## config.mk

```make
export PLATFORM = sky130hd
export DESIGN_NAME = fdcr_read_cmd
export DESIGN_NICKNAME = d
export VERILOG_FILES = /design/src/fdcr_fifo.v /design/src/fdcr_step_timer.v /design/src/fdcr_read_cmd.v
export VERILOG_INCLUDE_DIRS = /design/src /design/src/src
export SDC_FILE = /design/constraint.sdc
export NUM_CORES = 1
export LEC_CHECK = 0
export BUFFER_PORTS_ARGS = -buffer_cell sky130_fd_sc_hd__clkbuf_2
export CAP_MARGIN = 15
export CORE_MARGIN = 3
export CORE_UTILIZATION = 65
export CTS_BUF_LIST = sky130_fd_sc_hd__clkbuf_4
export DETAILED_ROUTE_END_ITERATION = 12
export PLACE_DENSITY = 0.87
export RECOVER_POWER = 50
export SLEW_MARGIN = 10
export SYNTH_ARGS = -nofsm -noshare
export SYNTH_HDL_FRONTEND = slang
export SYNTH_SLANG_ARGS = --single-unit
export TNS_END_PERCENT = 10
```

## constraint.sdc

```tcl
create_clock -name REF_CLK -period 10.9 [get_ports REF_CLK]
set_clock_uncertainty 0.15 [all_clocks]
set_input_delay 0.545 -clock REF_CLK [delete_from_list [all_inputs] [get_ports REF_CLK]]
set_output_delay 0.545 -clock REF_CLK [all_outputs]
set_load 0.005 [all_outputs]
```

## src/fdcr_defines.vh

```
`ifndef FDCR_DEFINES_VH
`define FDCR_DEFINES_VH

// ----------------------------------------
// clock and timing
// ----------------------------------------
`define FDCR_CLK_MHZ 100
`define FDCR_STEP_UNIT_US 500
`define FDCR_STEP_UNIT_CYC (`FDCR_STEP_UNIT_US * `FDCR_CLK_MHZ)

// ----------------------------------------
// command byte fields
// ----------------------------------------
`define FDCR_MT_BIT 7
`define FDCR_DD_BIT 6
`define FDCR_SK_BIT 5
`define FDCR_OP_MSB 4
`define FDCR_OP_READ 5'h06
`define FDCR_OP_READ_DEL 5'h0C
`define FDCR_HEAD_BIT 2
`define FDCR_DS_HI_BIT 1
`define FDCR_DS_LO_BIT 0
`define FDCR_CMD_LAST 4'h8
`define FDCR_RES_LAST 3'h6

// ----------------------------------------
// sector size
// ----------------------------------------
`define FDCR_BASE_LEN 16'h0080
`define FDCR_MAX_SIZE_CODE 8'h07

// ----------------------------------------
// status bits and completion codes
// ----------------------------------------
`define FDCR_IC_NORMAL 2'h0
`define FDCR_IC_ABNORMAL 2'h1
`define FDCR_ST1_DATA_ERR 5
`define FDCR_ST2_CTRL_MARK 6
`define FDCR_ST3_READY_BIT 5
`define FDCR_FIRST_SECTOR 8'h01
`define FDCR_HEAD_ONE 8'h01

`endif

```

## src/fdcr_fifo.v

```verilog
`timescale 1ns/1ps
// ----------------------------------------
// sector data fifo, registered read side
// ----------------------------------------
module fdcr_fifo #(
  parameter WIDTH = 8,
  parameter DEPTH = 8,
  parameter AW = 3
) (
  input wire clk,
  input wire rst,
  input wire in_valid,
  input wire [WIDTH-1:0] in_data,
  output reg in_ready,
  output reg out_valid,
  output reg [WIDTH-1:0] out_data,
  input wire out_ready,
  output reg empty
);
  reg [WIDTH-1:0] mem [0:DEPTH-1];
  reg [AW-1:0] wr_ptr;
  reg [AW-1:0] rd_ptr;
  reg [AW:0] count;
  reg [AW:0] next_count;
  wire push;
  wire pop;

  assign push = in_valid && in_ready;
  // output stage reloads whenever it is empty or being taken
  assign pop = (count != {(AW+1){1'b0}}) && (!out_valid || out_ready);

  // occupancy of the storage array
  always @*
  begin
    next_count = count;
    if (push && !pop)
      next_count = count + 1'b1;
    else if (pop && !push)
      next_count = count - 1'b1;
  end

  // full is registered so the writer sees a clean ready
  always @(posedge clk)
  begin
    if (rst)
    begin
      wr_ptr <= {AW{1'b0}};
      rd_ptr <= {AW{1'b0}};
      count <= {(AW+1){1'b0}};
      in_ready <= 1'b1;
      out_valid <= 1'b0;
      out_data <= {WIDTH{1'b0}};
      empty <= 1'b1;
    end
    else
    begin
      count <= next_count;
      in_ready <= (next_count != DEPTH[AW:0]);
      if (push)
      begin
        mem[wr_ptr] <= in_data;
        wr_ptr <= wr_ptr + 1'b1;
      end
      if (pop)
      begin
        out_data <= mem[rd_ptr];
        out_valid <= 1'b1;
        rd_ptr <= rd_ptr + 1'b1;
      end
      else if (out_ready)
        out_valid <= 1'b0;
      empty <= (next_count == {(AW+1){1'b0}}) &&
        !(pop || (out_valid && !out_ready));
    end
  end
endmodule

```

## src/fdcr_step_timer.v

```verilog
`timescale 1ns/1ps
// ----------------------------------------
// head step pulse spacing
// ----------------------------------------
module fdcr_step_timer #(
  parameter UNIT_CYCLES = 50000,
  parameter CW = 20
) (
  input wire clk,
  input wire rst,
  input wire req,
  input wire [3:0] interval,
  output reg pulse,
  output reg busy
);
  reg [CW-1:0] unit;
  reg [4:0] units_left;

  // interval code k spaces pulses by (k+1) half-millisecond units
  always @(posedge clk)
  begin
    if (rst)
    begin
      pulse <= 1'b0;
      busy <= 1'b0;
      unit <= {CW{1'b0}};
      units_left <= 5'h00;
    end
    else
    begin
      pulse <= 1'b0;
      if (!busy && req)
      begin
        pulse <= 1'b1;
        busy <= 1'b1;
        // first unit one short: the re-request costs a cycle, so pulse
        // to pulse is exactly (k+1) units; needs UNIT_CYCLES of 2 or more
        unit <= UNIT_CYCLES[CW-1:0] - 2'd2;
        units_left <= {1'b0, interval};
      end
      else if (busy)
      begin
        if (unit != {CW{1'b0}})
          unit <= unit - 1'b1;
        else if (units_left != 5'h00)
        begin
          units_left <= units_left - 1'b1;
          unit <= UNIT_CYCLES[CW-1:0] - 1'b1;
        end
        else
          busy <= 1'b0;
      end
    end
  end
endmodule

```

## src/fdcr_read_cmd.v

```verilog
`timescale 1ns/1ps
// Functional notes
// - precompensation start track takes any value 0 to 255.
// - sector byte names the sector read, first of a multi-sector run.
// - relative seek moves by an offset from the present cylinder.
// - per-track count sizes format, and verify when count enable set.
// - omit flag on plain read skips sectors with deleted mark.
// - omit flag on deleted read accesses only deleted-mark sectors.
// - omit flag clear reads every sector, none skipped.
// - step pulses spaced 0.5 to 8 ms in 0.5 ms steps.
// - four status bytes hold each command's outcome for the host.
// - pre-erase option changes write strobe timing.
// - nine command bytes: opcode, drive/head, then sector id and limits.
// - after command bytes, execution moves sector data drive to host.
// - result begins with status zero, one, two in order.
// - then cylinder, head, sector, size code of end position.
// - multi-track continues from last head-0 sector to head 1.
// - density flag one selects double, zero single density.
// - sector size 128 shl code; code zero uses data length byte.
`include "fdcr_defines.vh"
module fdcr_read_cmd #(
  parameter STEP_UNIT_CYCLES = `FDCR_STEP_UNIT_CYC,
  parameter FIFO_DEPTH = 8
) (
  input wire REF_CLK,
  input wire RST,
  input wire CMD_WR,
  input wire [7:0] CMD_DATA,
  output reg CMD_READY,
  input wire RES_RD,
  output reg [7:0] RES_DATA,
  output reg RES_VALID,
  output reg EXEC_ACTIVE,
  output reg DOUBLE_DENSITY_SEL,
  output reg HEAD_SELECT,
  output reg DRIVE_SELECT_HI,
  output reg DRIVE_SELECT_LO,
  input wire DRV_SEC_START,
  input wire DRV_SEC_DELETED,
  input wire DRV_BYTE_VALID,
  input wire [7:0] DRV_BYTE,
  input wire DRV_SEC_END,
  input wire DRV_ERROR,
  output wire DRV_READY,
  output wire [7:0] HOST_DATA,
  output wire HOST_DATA_VALID,
  input wire HOST_DATA_READY,
  input wire [7:0] PRECOMP_START_TRACK,
  output reg PRECOMP_ON,
  input wire SEEK_REL,
  input wire SEEK_OUTWARD,
  input wire [7:0] RELATIVE_CYL_OFFSET,
  input wire [3:0] STEP_INTERVAL,
  output wire STEP_PULSE,
  output reg STEP_DIR,
  input wire [7:0] PER_TRACK_COUNT,
  input wire VERIFY_COUNT_EN,
  output reg [7:0] FORMAT_COUNT,
  output reg [7:0] VERIFY_COUNT,
  input wire PRE_ERASE_TIMING,
  input wire WRITE_GATE_REQ,
  output reg WRITE_STROBE,
  input wire DRIVE_READY_IN,
  output reg [7:0] RESULT_STATUS_THREE
);
  // ----------------------------------------
  // state codes
  // ----------------------------------------
  localparam S_IDLE = 2'b00;
  localparam S_CMD = 2'b01;
  localparam S_EXEC = 2'b10;
  localparam S_RES = 2'b11;

  reg [1:0] state;
  reg [3:0] cmd_idx;
  reg [2:0] res_idx;
  reg multi_track;
  reg omit_deleted_flag;
  reg want_deleted;
  reg [7:0] cyl;
  reg [7:0] head;
  reg [7:0] sector;
  reg [7:0] size_code;
  reg [7:0] final_sector_num;
  reg [7:0] gap_length;
  reg [7:0] data_length_limit;
  reg [7:0] result_status_zero;
  reg [7:0] result_status_one;
  reg [7:0] result_status_two;
  reg in_sector;
  reg accept_sec;
  reg mark_mismatch;
  reg exec_done;
  reg [15:0] byte_cnt;
  reg [7:0] cur_cyl;
  reg [7:0] steps_left;
  reg write_gate_d;
  wire [15:0] sec_len;
  wire fifo_push;
  wire fifo_empty;
  wire step_busy;
  wire [4:0] opcode;

  // ----------------------------------------
  // helpers
  // ----------------------------------------
  // byte count of one sector; code zero falls back on the length byte
  function [15:0] sector_bytes;
    input [7:0] code;
    input [7:0] dlen;
    reg [7:0] c;
    begin
      c = (code > `FDCR_MAX_SIZE_CODE) ? `FDCR_MAX_SIZE_CODE : code;
      if (c == 8'h00)
        sector_bytes = {8'h00, dlen};
      else
        sector_bytes = `FDCR_BASE_LEN << c[2:0];
    end
  endfunction

  // decide whether a sector's mark lets it through
  function sector_taken;
    input omit;
    input want_del;
    input is_del;
    begin
      if (!omit)
        sector_taken = 1'b1;
      else
        sector_taken = (is_del == want_del);
    end
  endfunction

  assign sec_len = sector_bytes(size_code, data_length_limit);
  assign opcode = CMD_DATA[`FDCR_OP_MSB:0];
  // bytes past the sector length are dropped, not forwarded
  assign fifo_push = (state == S_EXEC) && in_sector && accept_sec &&
    DRV_BYTE_VALID && (byte_cnt < sec_len);

  // ----------------------------------------
  // sector data buffer towards the host
  // ----------------------------------------
  fdcr_fifo #(
    .WIDTH(8),
    .DEPTH(FIFO_DEPTH),
    .AW(3)
  ) u_fifo (
    .clk(REF_CLK),
    .rst(RST),
    .in_valid(fifo_push),
    .in_data(DRV_BYTE),
    .in_ready(DRV_READY),
    .out_valid(HOST_DATA_VALID),
    .out_data(HOST_DATA),
    .out_ready(HOST_DATA_READY),
    .empty(fifo_empty)
  );

  // ----------------------------------------
  // head stepping
  // ----------------------------------------
  fdcr_step_timer #(
    .UNIT_CYCLES(STEP_UNIT_CYCLES),
    .CW(20)
  ) u_step (
    .clk(REF_CLK),
    .rst(RST),
    .req((steps_left != 8'h00) && !step_busy),
    .interval(STEP_INTERVAL),
    .pulse(STEP_PULSE),
    .busy(step_busy)
  );

  // relative seek: offset applied to the present cylinder
  always @(posedge REF_CLK)
  begin
    if (RST)
    begin
      cur_cyl <= 8'h00;
      steps_left <= 8'h00;
      STEP_DIR <= 1'b0;
    end
    else if (SEEK_REL && steps_left == 8'h00 && state == S_IDLE)
    begin
      steps_left <= RELATIVE_CYL_OFFSET;
      STEP_DIR <= SEEK_OUTWARD;
      // outward heads towards track zero, inward away from it
      if (SEEK_OUTWARD)
        cur_cyl <= cur_cyl - RELATIVE_CYL_OFFSET;
      else
        cur_cyl <= cur_cyl + RELATIVE_CYL_OFFSET;
    end
    else if (steps_left != 8'h00 && !step_busy)
      steps_left <= steps_left - 1'b1;
  end

  // ----------------------------------------
  // side outputs: precomp, counts, write strobe
  // ----------------------------------------
  // full 8-bit compare, so every start track 0..255 works
  always @(posedge REF_CLK)
  begin
    if (RST)
    begin
      PRECOMP_ON <= 1'b0;
      FORMAT_COUNT <= 8'h00;
      VERIFY_COUNT <= 8'h00;
      write_gate_d <= 1'b0;
      WRITE_STROBE <= 1'b0;
      RESULT_STATUS_THREE <= 8'h00;
    end
    else
    begin
      PRECOMP_ON <= (cur_cyl >= PRECOMP_START_TRACK);
      FORMAT_COUNT <= PER_TRACK_COUNT;
      VERIFY_COUNT <= VERIFY_COUNT_EN ? PER_TRACK_COUNT : 8'h00;
      write_gate_d <= WRITE_GATE_REQ;
      // pre-erase asserts the strobe a cycle earlier
      WRITE_STROBE <= PRE_ERASE_TIMING ? WRITE_GATE_REQ :
        write_gate_d;
      RESULT_STATUS_THREE <= {2'b00, DRIVE_READY_IN, 2'b00, HEAD_SELECT,
        DRIVE_SELECT_HI, DRIVE_SELECT_LO};
    end
  end

  // ----------------------------------------
  // command, execution and result sequencer
  // ----------------------------------------
  always @(posedge REF_CLK)
  begin
    if (RST)
    begin
      state <= S_IDLE;
      cmd_idx <= 4'h0;
      res_idx <= 3'h0;
      CMD_READY <= 1'b1;
      RES_DATA <= 8'h00;
      RES_VALID <= 1'b0;
      EXEC_ACTIVE <= 1'b0;
      DOUBLE_DENSITY_SEL <= 1'b0;
      HEAD_SELECT <= 1'b0;
      DRIVE_SELECT_HI <= 1'b0;
      DRIVE_SELECT_LO <= 1'b0;
      multi_track <= 1'b0;
      omit_deleted_flag <= 1'b0;
      want_deleted <= 1'b0;
      cyl <= 8'h00;
      head <= 8'h00;
      sector <= 8'h00;
      size_code <= 8'h00;
      final_sector_num <= 8'h00;
      gap_length <= 8'h00;
      data_length_limit <= 8'h00;
      result_status_zero <= 8'h00;
      result_status_one <= 8'h00;
      result_status_two <= 8'h00;
      in_sector <= 1'b0;
      accept_sec <= 1'b0;
      mark_mismatch <= 1'b0;
      exec_done <= 1'b0;
      byte_cnt <= 16'h0000;
    end
    else
    begin
      case (state)
        S_IDLE:
        begin
          // unknown opcodes are ignored and leave the block idle
          if (CMD_WR && (opcode == `FDCR_OP_READ ||
              opcode == `FDCR_OP_READ_DEL))
          begin
            multi_track <= CMD_DATA[`FDCR_MT_BIT];
            DOUBLE_DENSITY_SEL <= CMD_DATA[`FDCR_DD_BIT];
            omit_deleted_flag <= CMD_DATA[`FDCR_SK_BIT];
            want_deleted <= (opcode == `FDCR_OP_READ_DEL);
            cmd_idx <= 4'h1;
            state <= S_CMD;
          end
        end
        S_CMD:
        begin
          if (CMD_WR)
          begin
            case (cmd_idx)
              4'h1:
              begin
                HEAD_SELECT <= CMD_DATA[`FDCR_HEAD_BIT];
                DRIVE_SELECT_HI <= CMD_DATA[`FDCR_DS_HI_BIT];
                DRIVE_SELECT_LO <= CMD_DATA[`FDCR_DS_LO_BIT];
              end
              4'h2: cyl <= CMD_DATA;
              4'h3: head <= CMD_DATA;
              4'h4: sector <= CMD_DATA;
              4'h5: size_code <= CMD_DATA;
              4'h6: final_sector_num <= CMD_DATA;
              4'h7: gap_length <= CMD_DATA;
              default: data_length_limit <= CMD_DATA;
            endcase
            cmd_idx <= cmd_idx + 1'b1;
            if (cmd_idx == `FDCR_CMD_LAST)
            begin
              // only the ninth byte opens execution
              state <= S_EXEC;
              CMD_READY <= 1'b0;
              EXEC_ACTIVE <= 1'b1;
              exec_done <= 1'b0;
              in_sector <= 1'b0;
              mark_mismatch <= 1'b0;
              result_status_one <= 8'h00;
              result_status_two <= 8'h00;
            end
          end
        end
        S_EXEC:
        begin
          if (!exec_done && DRV_ERROR)
          begin
            result_status_one[`FDCR_ST1_DATA_ERR] <= 1'b1;
            exec_done <= 1'b1;
            in_sector <= 1'b0;
          end
          else if (!exec_done && DRV_SEC_START)
          begin
            in_sector <= 1'b1;
            byte_cnt <= 16'h0000;
            accept_sec <= sector_taken(omit_deleted_flag, want_deleted,
              DRV_SEC_DELETED);
            mark_mismatch <= (DRV_SEC_DELETED != want_deleted);
          end
          else if (in_sector && DRV_SEC_END)
          begin
            in_sector <= 1'b0;
            // a mark mismatch read through ends the run after that sector
            if (accept_sec && mark_mismatch)
            begin
              result_status_two[`FDCR_ST2_CTRL_MARK] <= 1'b1;
              exec_done <= 1'b1;
            end
            if (sector == final_sector_num)
            begin
              if (multi_track && head == 8'h00)
              begin
                head <= `FDCR_HEAD_ONE;
                HEAD_SELECT <= 1'b1;
                sector <= `FDCR_FIRST_SECTOR;
              end
              else
              begin
                cyl <= cyl + 1'b1;
                sector <= `FDCR_FIRST_SECTOR;
                exec_done <= 1'b1;
              end
            end
            else
              sector <= sector + 1'b1;
          end
          else if (fifo_push && DRV_READY)
            byte_cnt <= byte_cnt + 1'b1;
          // result waits until the host has drained every data byte
          if (exec_done && fifo_empty && !HOST_DATA_VALID)
          begin
            result_status_zero <= {(result_status_one != 8'h00) ?
              `FDCR_IC_ABNORMAL : `FDCR_IC_NORMAL, 3'b000, HEAD_SELECT,
              DRIVE_SELECT_HI, DRIVE_SELECT_LO};
            RES_DATA <= {(result_status_one != 8'h00) ?
              `FDCR_IC_ABNORMAL : `FDCR_IC_NORMAL, 3'b000, HEAD_SELECT,
              DRIVE_SELECT_HI, DRIVE_SELECT_LO};
            RES_VALID <= 1'b1;
            res_idx <= 3'h0;
            EXEC_ACTIVE <= 1'b0;
            state <= S_RES;
          end
        end
        S_RES:
        begin
          if (RES_RD)
          begin
            res_idx <= res_idx + 1'b1;
            case (res_idx)
              3'h0: RES_DATA <= result_status_one;
              3'h1: RES_DATA <= result_status_two;
              3'h2: RES_DATA <= cyl;
              3'h3: RES_DATA <= head;
              3'h4: RES_DATA <= sector;
              3'h5: RES_DATA <= size_code;
              default: RES_DATA <= 8'h00;
            endcase
            if (res_idx == `FDCR_RES_LAST)
            begin
              RES_VALID <= 1'b0;
              CMD_READY <= 1'b1;
              state <= S_IDLE;
            end
          end
        end
        default:
          state <= S_IDLE;
      endcase
    end
  end
endmodule

```

# Word level (Yosys, flattened, before mapping)
# Memories as Yosys holds them, arrays and structs flattened. A register that Yosys moved wholly into a read port is not among the register bits.
# Index checks and enable logic that the tools add are counted.
# Widths: inputs -> output; s select.
dict set report word_totals {
  ff_bits 181
  ram_bits 64
  input_bits 60
  output_inout_bits 53
  wordCells 318
  memories 1
}
# memory depth word_bits rd rd_ports_with_merged_regs write_ports line_no
set mem_list {}
lappend mem_list {u_fifo.mem 8 8 1 1 1 fdcr_fifo.v:20} ;# reg [WIDTH-1:0] mem [0:DEPTH-1];
dict set report classes {
  add_sub_neg 14
  magnitude_cmp 3
  n_eq_ne 47
  shifts 1
  n_mux 117
  bitwise 4
  n_reduce_logical 82
}
# op count
set op_table {}
lappend op_table {{$mux 8} 26}
lappend op_table {{$mux 16} 6}
lappend op_table {{$pmux 8 s2} 4}
lappend op_table {{$pmux 8 s6} 1}
lappend op_table {{$mux 1} 46}
lappend op_table {{$mux 20} 2}
lappend op_table {{$mux 4} 8}
lappend op_table {{$reduce_and 3->1} 9}
lappend op_table {{$ne 2x1->1 const B} 13}
lappend op_table {{$logic_not 8->1} 3}
lappend op_table {{$reduce_and 8->1} 3}
lappend op_table {{$logic_and 1x1->1} 22}
lappend op_table {{$reduce_and 4->1} 5}
lappend op_table {{$reduce_bool 2->1} 10}
lappend op_table {{$reduce_bool 20->1} 1}
lappend op_table {{$sub 20x1->20 const B} 1}
lappend op_table {{$pmux 1 s2} 9}
lappend op_table {{$add 16x1->16 const B} 1}
lappend op_table {{$add 8x1->8 const B} 2}
lappend op_table {{$eq 4x3->1 const B} 4}
lappend op_table {{$lt 16x16->1} 1}
lappend op_table {{$ne 2x2->1 const B} 8}
lappend op_table {{$shl 8x3->16 const A} 1}
lappend op_table {{$reduce_and 5->1} 3}
lappend op_table {{48 further kinds} 79}

# Depth between registers and ports, before layout
dict set report depth {
  word_depth 13
  ltp_mapped 16
  depth_no_buf 13
}

# By module
# A second synthesis with hierarchy kept.
dict set report unflattened {
  hier_cells 1257
  hier_area_um2 12334.3
}
# module n_inst cells_each area_per_inst_um2 seq_area_each_um2
set by_module_without_submodules {}
lappend by_module_without_submodules {fdcr_read_cmd 1 874 7439.6 2742.6}
lappend by_module_without_submodules {fdcr_fifo 1 201 3353.2 2342.2}
lappend by_module_without_submodules {fdcr_step_timer 1 182 1541.5 540.5}

# Least setup slack after synthesis
# OpenSTA, ideal clock, no wires.
dict set report synth_path {
  path_kind {reg2reg}
  start {reg size_code[4]}
  end {mem u_fifo.mem[4][0] (enable)}
  setup_time_ns 0.395
  t_arrival_ns 3.666
  required_time_ns 10.355
  setup_slack_ns 6.689
  path_stages_with_launch 13
  n_path_buf 1
  synth_period_minus_slack_ns 4.211
  cell_sequence {dfxtp_1 > or4_1 > nor2_1 > inv_1 > a31oi_1 > ha_1 > and3b_1 > a221o_1 > a311oi_2 > o21ai_2 > clkbuf_1 > nor2_1 > nor4bb_1}
}
dict set report synth_via {
  elab_chain_len 10
  word_cells_on_any_way 11
  classes_between {order compare: 2; shift: 1; mux: 5; reduce/logical: 3}
}
# item line_no
set synth_lines {}
lappend synth_lines {{from (decl)} fdcr_read_cmd.v:83} ;# reg [7:0] size_code;
lappend synth_lines {{from (signal assigned)} fdcr_read_cmd.v:250} ;# size_code <= 8'h00;
lappend synth_lines {{from (signal assigned)} fdcr_read_cmd.v:294} ;# 4'h5: size_code <= CMD_DATA;
lappend synth_lines {{$gt 8x3->1 (no line)} n/a}
lappend synth_lines {{$mux 8 (*)} fdcr_read_cmd.v:113} ;# c = (code > `FDCR_MAX_SIZE_CODE) ? `FDCR_MAX_SIZE_CODE : code;
lappend synth_lines {{$shl 8x3->16 (no line) or $logic_not 8->1 (tied branches)} n/a}
lappend synth_lines {{$mux 16 (*)} fdcr_read_cmd.v:114} ;# if (c == 8'h00)
lappend synth_lines {{$lt 16x16->1 (*)} fdcr_read_cmd.v:138} ;# DRV_BYTE_VALID && (byte_cnt < sec_len);
lappend synth_lines {{$logic_and 1x1->1 (*)} fdcr_read_cmd.v:138}
lappend synth_lines {{$logic_and 1x1->1 (*)} fdcr_fifo.v:28} ;# assign push = in_valid && in_ready;
lappend synth_lines {{$mux 1 (*)} fdcr_fifo.v:59} ;# if (push)
lappend synth_lines {{$mux 1 (*)} fdcr_fifo.v:45} ;# if (rst)
lappend synth_lines {{$mux 1 (implied by the code) (*)} fdcr_fifo.v:61} ;# mem[wr_ptr] <= in_data;
lappend synth_lines {{to (decl)} fdcr_fifo.v:20}
# Every way passes the cells marked *; elsewhere a longest branch is shown, timed or not.

# Final worst setup path
dict set report layout_path {
  start {in RST}
  end {reg u_step.unit[17]}
}
dict set report layout_via {
  elab_chain_len 1
}
# item line_no
set layout_lines {}
lappend layout_lines {{from (decl)} fdcr_read_cmd.v:26} ;# input wire RST,
lappend layout_lines {{$reduce_or 2->1 (no line)} n/a}
lappend layout_lines {{to (signal assigned)} fdcr_step_timer.v:26} ;# unit <= {CW{1'b0}};
lappend layout_lines {{to (signal assigned)} fdcr_step_timer.v:38} ;# unit <= UNIT_CYCLES[CW-1:0] - 2'd2;
lappend layout_lines {{to (signal assigned)} fdcr_step_timer.v:44} ;# unit <= unit - 1'b1;
lappend layout_lines {{to (decl)} fdcr_step_timer.v:16} ;# reg [CW-1:0] unit;
# Every way passes these cells.
# A chain may end at the register's enable or synchronous reset.

==> run summary <==
status: finished, violations left
failing checks: capacitance limit, slew limit
die width: 142 um
Slew @ Worst Pin: 4.59 ns
RSZ-0062 raised after global routing: false
flops & latches, synth: 249
CP delay by family, top: buffers and inverters
crit path cell chain: clkbuf_1 > clkbuf_1 > or3_1 > nor2_1
IO buf count: 108
Static Leak: 0.00528 uW
Reg2Reg Depth: 11
top cell type's share of synthesized area: 0.309
Clock transition at path regs: 0.06 ns
Worst setup SP type: primary input
Placed Area: 12600 sq um
sw power: 969 uW
combinational power share: 0.300
CP max stage delay: 3.32 ns
share of layout cells above drive strength 1: 0.144
headroom to the max-slew limit: -2.06
WHS Endpoint: steps_left[1]
clk_lat worst skew: 0.71 ns
full die area: 20100 sq um
count leader, synth: dfxtp_1
Hold Crit Start: RELATIVE_CYL_OFFSET[1]
Largest regs: u_fifo.mem (64), u_step.unit (20), byte_cnt (16)
design area: 13600 sq um
power per cell area: 205 nW/um^2
Cell Rows: 48
H-tree Lvls: 2
initial antenna violation count: 1
Max VDD drop: 0.133 mV
GPL Wtd Cong: 0.939
global-route wire length before repair: 46.2 mm
mean post-synth cell area: 9.69 sq um
FFs w/ async S/R, synth: 0
Synth Flop Type: dfxtp_1
area leader, netlist: dfxtp_1
CP Class: in -> reg
Multi-input gate area: 5880 sq um
fin crit share: 0.539
Synth Warn #: 0
Fin. Hold Viols: 0
critical path peak fanout: 106
switch share: 0.349
grt ovf: 0
initial core utilization: 0.678
Final min period: 5.88 ns
worst path bufs/invs: 2
Worst Setup End Kind: flip-flop
r2r setup slk: 6.66 ns
Vias per Instance: 6.07
synth top area cells: dfxtp_1, edfxtp_1, ha_1
pin count of the biggest net entering global routing: 107
initial drt markers: 845
Max Fclk: 170 MHz
number of flops mapped to enable cells by yosys: 64
Sequential Power Share: 0.428
worst r2r src: size_code[2]
Post-CTS Resized: 0
clock share of power: 0.272
commonest cells in the netlist: dfxtp_1, nor2_1, a21oi_1, nand2_1, edfxtp_1
hold path cells: 3
most used cell, CP: clkbuf_1
Setup Fix Bufs, Post-CTS: 0
Seq/Total Area, Yosys: 0.470
Seq. cell area: 5630 sq um
Synth Cell Area: 12000 sq um
Core Area: 17700 sq um
Util after Layout: 0.768
worst slack at placement: 6.73 ns
Nets: 1489
DR pass1 iterations: 6
Die Y: 142 um
clk sinks: 249
FILL cells: 1179
clk buf depth: 3
CP required: 11.30 ns
CTS buffer count: 61
Top Ports: 113
setup violators final: 0
crit path DAT: 6.28 ns
via count: 9952
worst setup margin: 5.02 ns
CTS tree: done
Area Overhead vs Synth: 13.3%
Largest Register: u_fifo.mem
Internal: 1810 uW
max FFs per register: 64
capture point of the worst reg-to-reg path: byte_cnt[15]
Max-cap violations: 3
Slowest-stage cell, CP: clkbuf_1
Residual DRC: 0
CTS root buffer: clkbuf_4
Unique masters post-synth: 77
hpwl dp: 19.2 mm
Final Slew Violations: 185
final setup TNS: 0 ns
final WL: 28.5 mm
Synth Instances: 1235
WL/cell: 17.4 um
via count of the first global-routing pass: 9603
total track usage: 0.278
type of the most critical hold path: in -> reg
Post-DRT Antenna Nets: 0
[worst max path at each step]
| stage | from | endpoint | slack (ns) | depth (start not counted) |
|---|---|---|---|---|
| 2_1_floorplan | size_code[4] | u_fifo.mem[4][0] | 6.69 | 12 |
| 3_3_place_gp | size_code[4] | byte_cnt[5] | 6.84 | 12 |
| 3_5_place_dp | size_code[4] | byte_cnt[13] | 6.73 | 12 |
| 4_1_cts | size_code[4] | byte_cnt[11] | 6.69 | 12 |
| 5_1_grt | RST | u_step.unit[17] | 4.59 | 4 |
| 6_report | RST | u_step.unit[17] | 5.02 | 4 |
[per-stage QoR]
| step | hold slack [ns] | std cells | power, uW |
|---|---|---|---|
| 6_report | 0.0524 | 1640 | 2780 |
| 3_3_place_gp | 0.292 | 1505 | 1980 |
| 4_1_cts | 0.000731 | 1638 | 2780 |
| 2_1_floorplan | 0.274 | 1238 | 1810 |
| 5_1_grt | 0.0207 | 1640 | 2950 |
| 3_5_place_dp | 0.302 | 1505 | 2020 |
[area by class of cell]
type,instances,share of cell area
multi-input combinational,867,0.434
sequential,249,0.415
timing repair buffer,143,0.0607
clock buffer,93,0.0515
tap,225,0.0208
inverter,49,0.0136
clock inverter,13,0.00471
antenna,1,0.000185
[cells in the final DEF (no fill, tap or decap), types with 5 or more instances in the layout]
master | Yosys | final
mux2i_1 | 54 | 54
nand4_1 | 8 | 8
nand3_1 | 29 | 29
nor3b_1 | 5 | 5
buf_4 | 4 | 6
or4_1 | 14 | 14
nor3_1 | 36 | 36
clkinv_1 | 0 | 10
or3_1 | 14 | 14
and2_0 | 1 | 7
and3_1 | 8 | 8
nor2b_1 | 33 | 33
xor2_1 | 14 | 14
nand2b_1 | 7 | 7
mux4_2 | 16 | 16
o21ai_0 | 42 | 42
a311oi_1 | 5 | 5
dlygate4sd3_1 | 0 | 28
clkbuf_4 | 0 | 93
nor4_1 | 7 | 7
clkbuf_2 | 0 | 71
a22oi_1 | 9 | 9
a31oi_1 | 9 | 9
o31ai_1 | 9 | 9
edfxtp_1 | 64 | 64
clkbuf_1 | 54 | 38
nor2_1 | 164 | 164
dfxtp_1 | 185 | 184
nand2_1 | 76 | 76
xnor2_1 | 34 | 34
and2_1 | 13 | 7
a211oi_1 | 20 | 20
a221oi_1 | 8 | 8
a21oi_1 | 82 | 82
inv_1 | 49 | 49
ha_1 | 57 | 57
[metal layers]
layer	wire length, um	global-route usage	share of wire	vias up
li1	-	-	-	4754
met4	618	0.0949	0.022	0
met1	12200	0.370	0.43	4687
met5	0	0	0	-
met2	13400	0.456	0.47	454
met3	2350	0.0566	0.082	57
[timing repair]
action,CTS,global route
hold buffers,27,1
setup endpoints to repair,0,0
endpoints found under the hold margin,80,8
[worst min-delay path: cells and delay by family]
kind	cells	cell delay [ns]
buf+inv	1	0.13
compound gates	1	0.09
simple gates	1	0.07
[power groups by stage]
stage          clock, uW  combinational [uW]  sequential (uW)
2_1_floorplan          0                 656             1150
4_1_cts              767                 826             1180
3_3_place_gp           0                 780             1200
3_5_place_dp           0                 812             1200
5_1_grt              822                 927             1210
6_report             756                 834             1190
[cells by family after synthesis]
kind of cell | after synthesis | share of synthesized area
XOR/XNOR | 48 | 0.0351
other | 1 | 0.000313
buffers and inverters | 122 | 0.0411
adder cells (fa/ha/maj) | 59 | 0.0621
flip-flops | 249 | 0.470
AND/OR/NAND/NOR | 442 | 0.182
multiplexers | 71 | 0.0762
AO/OA/AOI/OAI | 243 | 0.133
No activity file was read; power rests on OpenSTA's default activity.
